### src/pkg/pmi_pkg.sv
// Package holding register offsets, field positions and reset values of the mode and interrupt register group.
`default_nettype none
package pmi_pkg;
  localparam logic [4:0]  ADDR_MEDIA_MODE   = 5'h17;
  localparam logic [4:0]  ADDR_TX_SHAPE     = 5'h18;
  localparam logic [4:0]  ADDR_IRQ_MASK     = 5'h19;
  localparam logic [4:0]  ADDR_IRQ_FLAGS    = 5'h1A;
  localparam int          MAC_IF_BIT        = 12;
  localparam int          AMS_PREF_BIT      = 11;
  localparam int          MEDIA_MODE_LSB    = 8;
  localparam int          AMS_OVR_LSB       = 6;
  localparam int          FAR_LOOP_BIT      = 3;
  localparam int          EDGE_RATE_LSB     = 13;
  localparam int          REDUCED_PWR_BIT   = 12;
  localparam int          JUMBO_LSB         = 4;
  localparam int          CONN_LOOP_BIT     = 0;
  localparam int          PIN_ENABLE_BIT    = 15;
  localparam int          SRC_SPEED         = 14;
  localparam int          SRC_FDX           = 12;
  localparam int          SRC_DOWNSHIFT     = 2;
  localparam int          SRC_RX_ERR        = 0;
  localparam int          NUM_SOURCES       = 15;
  localparam logic [2:0]  MEDIA_RESERVED_RST = 3'h6;
  localparam logic [2:0]  EDGE_RATE_RST     = 3'h0;
  localparam logic [1:0]  JUMBO_RST         = 2'h0;
  localparam logic [1:0]  AMS_OVR_RST       = 2'h0;
  localparam logic [14:0] MASK_RST          = 15'h0000;
  localparam logic [3:0]  ADV_DOWNSHIFT_ALL = 4'hF;
  localparam logic [1:0]  GMS_SERDES_MAC    = 2'h1;
  localparam logic [1:0]  GMS_FIBER_MEDIA   = 2'h2;
  typedef enum logic [2:0] {
    PMI_MEDIA_COPPER      = 3'h0,
    PMI_MEDIA_FIBER_PT    = 3'h1,
    PMI_MEDIA_FIBER_1000X = 3'h2,
    PMI_MEDIA_FIBER_100FX = 3'h3,
    PMI_MEDIA_AMS         = 3'h4,
    PMI_MEDIA_AMS_PT      = 3'h5,
    PMI_MEDIA_AMS_1000X   = 3'h6,
    PMI_MEDIA_AMS_100FX   = 3'h7
  } pmi_media_mode_type;
endpackage
`default_nettype wire

### src/rtl/pmi_regs.sv
// Per-port media mode, transmit shaping and masked interrupt register group.
// Function
// Bit 12 selects SGMII or 1000BASE-X MAC
// Bit 11 prefers copper or fiber medium
// Three-bit field selects media operating mode
// Software sets global select before fiber modes
// Override forces SerDes, copper or normal sensing
// Mode bits apply only at software reset
// Mode bit reads show applied mode
// Super-sticky fields survive every software reset
// Sticky fields reset unless sticky enable set
// Edge-rate field from slowest to fastest
// Jumbo field sets maximum packet length
// Fifteen source mask bits, reset to zero
// Pin enable lets pin follow summary
// Clearing pin enable leaves status untouched
// Software reads status before enabling pin
// Status read clears all set bits
// Bit 15 summary, bits 14:0 sources
// Speed and duplex events need autonegotiation
// Downshift event needs full advertisement
// No receive-error event during carrier extension
// Summary set by masked source, read-clears
`default_nettype none
module pmi_regs (
  input  wire logic        ref_clk,
  input  wire logic        rstn,
  input  wire logic        clk_en,
  input  wire logic [4:0]  reg_addr,
  input  wire logic        reg_wr,
  input  wire logic        reg_rd,
  input  wire logic [15:0] reg_wdata,
  output logic      [15:0] reg_rdata,
  input  wire logic        soft_reset,
  input  wire logic        sticky_reset_enable,
  input  wire logic [1:0]  global_media_interface_select,
  input  wire logic        autoneg_enable,
  input  wire logic [3:0]  adv_abilities,
  input  wire logic [14:0] event_pulse,
  input  wire logic        rx_err_carrier_ext,
  output logic             mac_if_1000x,
  output logic             mac_if_valid,
  output logic             automatic_media_sense_copper_pref,
  output logic             automatic_media_sense_pref_valid,
  output pmi_pkg::pmi_media_mode_type media_mode,
  output logic             media_mode_valid,
  output logic [1:0]       automatic_media_sense_override,
  output logic             far_end_loopback,
  output logic [2:0]       edge_rate,
  output logic             reduced_power,
  output logic [1:0]       jumbo_mode,
  output logic             connector_loopback,
  output logic             interrupt_output_pin_out,
  output logic             interrupt_output_pin_oe_n
);

  ////////////////////////////////////////////////////////////////////////////
  logic        pend_mac_if;
  logic        pend_ams_pref;
  logic [2:0]  pend_media;
  logic [1:0]  pend_ovr;
  logic [14:0] mask;
  logic        pin_enable;
  logic [14:0] flags;
  logic        summary;
  logic [14:0] qualified;
  logic [14:0] next_flags;
  logic        wr_media;
  logic        wr_shape;
  logic        wr_mask;
  logic        rd_flags;

  assign wr_media = clk_en && reg_wr && reg_addr == pmi_pkg::ADDR_MEDIA_MODE;
  assign wr_shape = clk_en && reg_wr && reg_addr == pmi_pkg::ADDR_TX_SHAPE;
  assign wr_mask  = clk_en && reg_wr && reg_addr == pmi_pkg::ADDR_IRQ_MASK;
  assign rd_flags = clk_en && reg_rd && reg_addr == pmi_pkg::ADDR_IRQ_FLAGS;

  ////////////////////////////////////////////////////////////////////////////
  // Written mode values wait in shadow flops; the active copy changes only on a software reset.
  always_ff @(posedge ref_clk) begin
    if (!rstn) begin
      pend_mac_if   <= 1'b0;
      pend_ams_pref <= 1'b0;
      pend_media    <= pmi_pkg::PMI_MEDIA_COPPER;
    end else if (wr_media) begin
      pend_mac_if   <= reg_wdata[pmi_pkg::MAC_IF_BIT];
      pend_ams_pref <= reg_wdata[pmi_pkg::AMS_PREF_BIT];
      pend_media    <= reg_wdata[pmi_pkg::MEDIA_MODE_LSB +: 3];
    end
  end

  always_ff @(posedge ref_clk) begin
    if (!rstn) begin
      mac_if_1000x                      <= 1'b0;
      automatic_media_sense_copper_pref <= 1'b0;
      media_mode                        <= pmi_pkg::PMI_MEDIA_COPPER;
    end else if (clk_en && soft_reset) begin
      // Super-sticky: the soft reset loads the pending choice and never restores defaults.
      mac_if_1000x                      <= pend_mac_if;
      automatic_media_sense_copper_pref <= pend_ams_pref;
      media_mode                        <= pmi_pkg::pmi_media_mode_type'(pend_media);
    end
  end

  // The override field is not among the applied mode bits, so it acts at once.
  always_ff @(posedge ref_clk) begin
    if (!rstn) begin
      pend_ovr <= pmi_pkg::AMS_OVR_RST;
      far_end_loopback <= 1'b0;
    end else if (clk_en && soft_reset) begin
      // Far-end loopback is neither sticky nor super-sticky, so a soft reset drops it like the connector loopback.
      far_end_loopback <= 1'b0;
    end else if (wr_media) begin
      pend_ovr         <= reg_wdata[pmi_pkg::AMS_OVR_LSB +: 2];
      far_end_loopback <= reg_wdata[pmi_pkg::FAR_LOOP_BIT];
    end
  end

  always_comb begin
    automatic_media_sense_override = pend_ovr;
    if (pend_ovr == 2'h3) begin
      automatic_media_sense_override = pmi_pkg::AMS_OVR_RST;
    end
  end

  assign mac_if_valid                     = global_media_interface_select == pmi_pkg::GMS_SERDES_MAC;
  assign automatic_media_sense_pref_valid = global_media_interface_select == pmi_pkg::GMS_FIBER_MEDIA;
  // Copper-only mode is valid in any global setting; fiber modes need the fiber setting.
  assign media_mode_valid = media_mode == pmi_pkg::PMI_MEDIA_COPPER ||
                            global_media_interface_select == pmi_pkg::GMS_FIBER_MEDIA;

  ////////////////////////////////////////////////////////////////////////////
  always_ff @(posedge ref_clk) begin
    if (!rstn) begin
      edge_rate          <= pmi_pkg::EDGE_RATE_RST;
      reduced_power      <= 1'b0;
      jumbo_mode         <= pmi_pkg::JUMBO_RST;
      connector_loopback <= 1'b0;
    end else if (clk_en && soft_reset) begin
      connector_loopback <= 1'b0;
      if (!sticky_reset_enable) begin
        edge_rate     <= pmi_pkg::EDGE_RATE_RST;
        reduced_power <= 1'b0;
        jumbo_mode    <= pmi_pkg::JUMBO_RST;
      end
    end else if (wr_shape) begin
      edge_rate          <= reg_wdata[pmi_pkg::EDGE_RATE_LSB +: 3];
      reduced_power      <= reg_wdata[pmi_pkg::REDUCED_PWR_BIT];
      jumbo_mode         <= reg_wdata[pmi_pkg::JUMBO_LSB +: 2];
      connector_loopback <= reg_wdata[pmi_pkg::CONN_LOOP_BIT];
    end
  end

  always_ff @(posedge ref_clk) begin
    if (!rstn) begin
      mask       <= pmi_pkg::MASK_RST;
      pin_enable <= 1'b0;
    end else if (clk_en && soft_reset) begin
      if (!sticky_reset_enable) begin
        mask       <= pmi_pkg::MASK_RST;
        pin_enable <= 1'b0;
      end
    end else if (wr_mask) begin
      mask       <= reg_wdata[pmi_pkg::NUM_SOURCES-1:0];
      pin_enable <= reg_wdata[pmi_pkg::PIN_ENABLE_BIT];
    end
  end

  ////////////////////////////////////////////////////////////////////////////
  // Events are gated by their mask and their enabling conditions before they can latch.
  genvar gi;
  generate
    for (gi = 0; gi < pmi_pkg::NUM_SOURCES; gi++) begin : g_src
      logic allow;
      if (gi == pmi_pkg::SRC_SPEED || gi == pmi_pkg::SRC_FDX) begin : g_an
        assign allow = autoneg_enable;
      end else if (gi == pmi_pkg::SRC_DOWNSHIFT) begin : g_ds
        assign allow = adv_abilities == pmi_pkg::ADV_DOWNSHIFT_ALL;
      end else if (gi == pmi_pkg::SRC_RX_ERR) begin : g_rx
        assign allow = !rx_err_carrier_ext;
      end else begin : g_plain
        assign allow = 1'b1;
      end
      assign qualified[gi] = event_pulse[gi] && mask[gi] && allow;
      // A new event in the read cycle survives the clear, so it is never lost.
      assign next_flags[gi] = qualified[gi] || (flags[gi] && !rd_flags);
    end
  endgenerate

  always_ff @(posedge ref_clk) begin
    if (!rstn) begin
      flags   <= '0;
      summary <= 1'b0;
    end else if (clk_en) begin
      flags   <= next_flags;
      summary <= (|qualified) || (summary && !rd_flags);
    end
  end

  // Open-drain pin: the pin enable gates only the pin, never the flags.
  always_ff @(posedge ref_clk) begin
    if (!rstn) begin
      interrupt_output_pin_oe_n <= 1'b1;
    end else if (clk_en) begin
      interrupt_output_pin_oe_n <= !(pin_enable && (|next_flags));
    end
  end
  assign interrupt_output_pin_out = 1'b0;

  ////////////////////////////////////////////////////////////////////////////
  always_comb begin
    reg_rdata = 16'h0000;
    case (reg_addr)
      pmi_pkg::ADDR_MEDIA_MODE: begin
        reg_rdata = {pmi_pkg::MEDIA_RESERVED_RST, mac_if_1000x, automatic_media_sense_copper_pref,
                     media_mode, pend_ovr, 2'h0, far_end_loopback, 3'h0};
      end
      pmi_pkg::ADDR_TX_SHAPE: begin
        reg_rdata = {edge_rate, reduced_power, 6'h00, jumbo_mode, 3'h0, connector_loopback};
      end
      pmi_pkg::ADDR_IRQ_MASK: begin
        reg_rdata = {pin_enable, mask};
      end
      pmi_pkg::ADDR_IRQ_FLAGS: begin
        reg_rdata = {summary, flags};
      end
      default: begin
        reg_rdata = 16'h0000;
      end
    endcase
  end

endmodule
`default_nettype wire

### config.mk
export PLATFORM = sky130hd
export DESIGN_NAME = pmi_regs
export DESIGN_NICKNAME = d
export VERILOG_FILES = /design/src/pkg/pmi_pkg.sv /design/src/rtl/pmi_regs.sv
export SDC_FILE = /design/constraint.sdc
export NUM_CORES = 1
export LEC_CHECK = 0
export BUFFER_PORTS_ARGS = -buffer_cell sky130_fd_sc_hd__buf_2
export CAP_MARGIN = 0
export CORE_MARGIN = 1
export CORE_UTILIZATION = 47
export CTS_BUF_LIST = sky130_fd_sc_hd__clkbuf_2
export DETAILED_ROUTE_END_ITERATION = 10
export PLACE_DENSITY = 0.79
export SYNTH_ARGS = -nofsm -noshare
export SYNTH_HDL_FRONTEND = slang
export SYNTH_SLANG_ARGS = --single-unit
export TNS_END_PERCENT = 30
### constraint.sdc
create_clock -name ref_clk -period 1.7 [get_ports ref_clk]
set_clock_uncertainty 0.1 [all_clocks]
set_input_delay 0.34 -clock ref_clk [delete_from_list [all_inputs] [get_ports ref_clk]]
set_output_delay 0.34 -clock ref_clk [all_outputs]
set_load 0.05 [all_outputs]
**Yosys cells after proc, flatten, opt, wreduce, memory -nomap -nowiden**

Index checks and enable logic that the tools add are counted.

- Register bits: 53
- Word-level logic and storage cells: 116
- Output and inout port bits: 36
- Input port bits: 51

- Mux-type cells: 16
- Reductions and logical operators: 72
- Equality and inequality tests: 9
- Bitwise operators: 2

Operators with widths:

| cell | number |
|---|---|
| case mux 16 bit (4 select lines) | 1 |
| 2-to-1 mux 15 bit | 3 |
| logical AND 1 bit | 43 |
| OR reduction 15 bit | 2 |
| == test 5 bit, second input constant | 4 |
| logical OR 1 bit | 17 |
| 2-to-1 mux 3 bit | 3 |
| 2-to-1 mux 2 bit | 4 |
| AND reduction 2 bit | 3 |
| 2-to-1 mux 1 bit | 5 |
| == test 2 bit, second input constant | 2 |
| == test 4 bit, second input constant | 1 |
| nonzero test 2 bit | 2 |
| zero test 1 bit | 3 |
| zero test 3 bit | 1 |
| == test 2 x 1 -> 1 bit, second input constant | 1 |
| != test 2 bit, second input constant | 1 |
| NOT 1 bit | 2 |
| OR reduction 2 bit | 1 |

**Depth between registers and ports, before layout**

- Word-level depth: 8
- Gate-level depth with buffers: 6
- Mapped depth without buffers: 4

**Least setup slack after synthesis**

OpenSTA, ideal clock, no wires.

- Kind: input to output
- Start: input reg_addr[1]
- End: output reg_rdata[12]
- Arrival: 1862 ps
- Data required time: 1260 ps
- Stages: 5
- Slack: -602 ps
- Path through: buf_2 -> nor3_1 -> buf_4 -> a22oi_1 -> o21ai_0

- Cells in the longest elaborated chain, start to end: 2
- Elaborated cells on any way between the ends: 5

Ends and longest elaborated chain:

| what | RTL line | source |
|---|---|---|
| start, declared | pmi_regs.sv:29 | `input wire logic [4:0] reg_addr,` |
| == test 5 bit | pmi_regs.sv:213 | `case (reg_addr)` |
| case mux 16 bit (4 select lines) * | pmi_regs.sv:213 |  |
| end, declared | pmi_regs.sv:33 | `output logic [15:0] reg_rdata,` |

Mark *: on every way between the ends. The rest lies on a longest branch, timed or not.

**Worst setup path in the final report**

- Start: input reg_addr[3]
- End: output reg_rdata[11]

Same word-level chain as after synthesis.

==> flow_metrics.tcl <==
set metrics [dict create \
    grt_pass1_wl_mm 12.6 \
    fmax_mhz 494 \
    layoutNonFillerInstCount 477 \
    cp_data_required_time_ps 1260 \
    p_leak_nw 1.61 \
    finalNetCount 458 \
    fin_crit_sh_pct 119 \
    vias_per_cell 5.88 \
    path_clk_slew_ps 280 \
    cts_tree "yes" \
    endpoint_kind "output port" \
    synth_area_sq_um 2500 \
    hold_path.class "in -> reg" \
    critical_path_class "in -> out" \
    ant_nets 0 \
    wl_per_cell_um 18.2 \
    yosysSeqAreaShare_pct 42.4 \
    die_area_sq_um 5630 \
    yosys_warnings 0 \
    start_util_pct 49.0 \
    synth_ff_type "dfxtp_1" \
    dp_cells 444 \
    avgSynthCellArea_sq_um 8.98 \
    grt.total_usage_pct 30.8 \
    die_width_um 75.0 \
    status "complete, but fails checks" \
    synth-async-reset-ratio_pct 0 \
    whs_ps 18.2 \
    slowest_delay_ps 480 \
    synth_seq_cells 53 \
    drc 0 \
    cts_max_level 2 \
    fin_crit_ps 2030 \
    numPortBuffers 85 \
    min-delay-start "reg_wdata[6]" \
    violations "setup timing" \
    rows 26 \
    cp-start-kind "primary input" \
    antenna_found_initial 0 \
    ys_top_cells_by_area "dfxtp_1 (42%), mux2i_1 (7.2%), nor2b_1 (5.2%), a22o_1 (4.5%), nand2_1 (3.9%)" \
    grt_max_degree 21 \
    crit_arrival_ps 1590 \
    setup-tns-final_ps -3480 \
    synth_top_area_share_pct 42.4 \
    wl_mm 8.70 \
    gp_congestion 0.831 \
    drv_slew 0 \
    initialDrtViolationCount 240 \
    syn-num-nets 330 \
    crit_slowest_cell "a222oi_1" \
    layout_setup_ws_ps -326 \
    drive_gt1_share_pct 44.2 \
    clock-root-buffer "clkbuf_2" \
    synthTopCellsByCount "dfxtp_1 (53), nand2_1 (26), nor2b_1 (21)" \
    cts_buffers 5 \
    rr_startpoint "mask[10]" \
    synth_edf_count 0 \
    startpoint "reg_addr[3]" \
    grt_pass1_vias 2548 \
    synthCells 279 \
    rsz0062_at_grt "yes" \
    grt_overflow_total 0 \
    postLayoutCoreUtil_pct 72.8 \
    yosysMostFrequentCell "dfxtp_1" \
    drv_cap 0 \
    area_growth_syn_to_layout_pct 48.4 \
    yosysTopAreaCell "dfxtp_1" \
    die_h_um 75.0 \
    cts_sinks 53 \
    ys_types 37 \
    core_area_sq_um 5110 \
    clock_latency_ps 470 \
    hold_viol 0 \
    power_density_nw_per_um2 584 \
    antenna_cells 0 \
    vias 2803 \
    worstPathMaxFanout 6 \
    firstDrtPassIters 5 \
    io_pins 87 \
    setup_viol 17 \
    cp_cell_sequence "buf_4 > and4b_1 > and2_4 > a222oi_1 > inv_2 > buf_8" \
    max-clock-path-buffers 2 \
    ir_worst_vdd_mv 0.487 \
    hpwl_mm 5.63 \
]
-- worst max-delay path, delay by kind of cell --
| family | cells | cell delay, ps |
|---|---|---|
| buf+inv | 3 | 360 |
| compound gates | 1 | 480 |
| simple gates | 2 | 400 |
-- final cells by class --
cell class / instances / area (sq um)
Sequential cell: 53 / 1080
Clock buffer: 5 / 25.0
Tap cell: 70 / 87.6
Timing Repair Buffer: 138 / 1020
Fill cell: 405 / 1390
Clock inverter: 2 / 35.0
Inverter: 10 / 40.0
Multi-Input combinational cell: 199 / 1430
-- cell families (layout without fill, tap and decap cells) --
logic type             count (synthesis)  in the layout  share of synthesized area [%]
AO/OA/AOI/OAI                         70             70                           20.7
buffers and inverters                 29            155                           5.09
flip-flops                            53             53                           42.4
multiplexers                          18             18                           7.19
other                                  1              1                          0.150
AND/OR/NAND/NOR                      108            110                           24.5
-- where the power goes --
| group | switching (W) | internal (W) |
|---|---|---|
| registers | 0.00000189 | 0.00125 |
| clock network | 0.000403 | 0.000238 |
| logic | 0.000155 | 0.000125 |
-- final timing paths --
path	endpoint	slack, ps	cells past startpoint
worst min register to register	media_mode[0]	400	2
worst max register to register	summary	30	6
worst min-delay path	pend_ovr[0]	20	3
worst max-delay path	reg_rdata[11]	-330	6
-- timing repair --
action / CTS / global route
endpoints found under the setup margin: 19 / 22
pin swaps: 10 / 11
hold endpoints to repair: 9 / 6
setup buffers: 8 / 5
hold buffers: 8 / 5
resized for setup: 52 / 27
cloned: 2 / 0
-- stage by stage --
stage	total power, W	cell area [sq um]	setup WS, ps
2_1_floorplan	0.00138	2560	-154
4_1_cts	0.00215	3560	-249
6_report	0.00217	3720	-326
5_1_grt	0.00224	3720	-375
3_5_place_dp	0.00150	3220	-352
3_3_place_gp	0.00150	3220	-355
-- metal layers --
layer  track usage (%)  wire [um]  vias up
met5                 0          0        -
met4              12.2        227        0
met3              6.83        749       28
met2              49.4       4070      165
met1              40.4       3650     1323
li1                  -          -     1287
-- placed cells by master (no fill, tap or decap), drive strengths merged, types with 2 or more instances in the layout --
master and instances:
a21boi 6, a21oi 14, a222oi 8, a22o 13, a22oi 7, a32oi 11
and2 6, buf 123, clkbuf 7, clkinv 2, dfxtp 53, dlygate4sd3 13
inv 9, mux2i 18, nand2 26, nand3 12, nand3b 10, nand4 6
nor2 12, nor2b 21, nor3 6, nor4 4, o21ai 9
-- sequential cells by signal (all words and copies together), names as in the netlist --
name and count:
pend_ams_pref 1, automatic_media_sense_copper_pref 1, jumbo_mode 2, mac_if_1000x 1, pend_mac_if 1, pend_ovr 2
flags 15, summary 1, pend_media 3, edge_rate 3, far_end_loopback 1, connector_loopback 1
pin_enable 1, interrupt_output_pin_oe_n 1, media_mode 3, mask 15, reduced_power 1
Note: power is estimated with default switching activity, not from simulation.
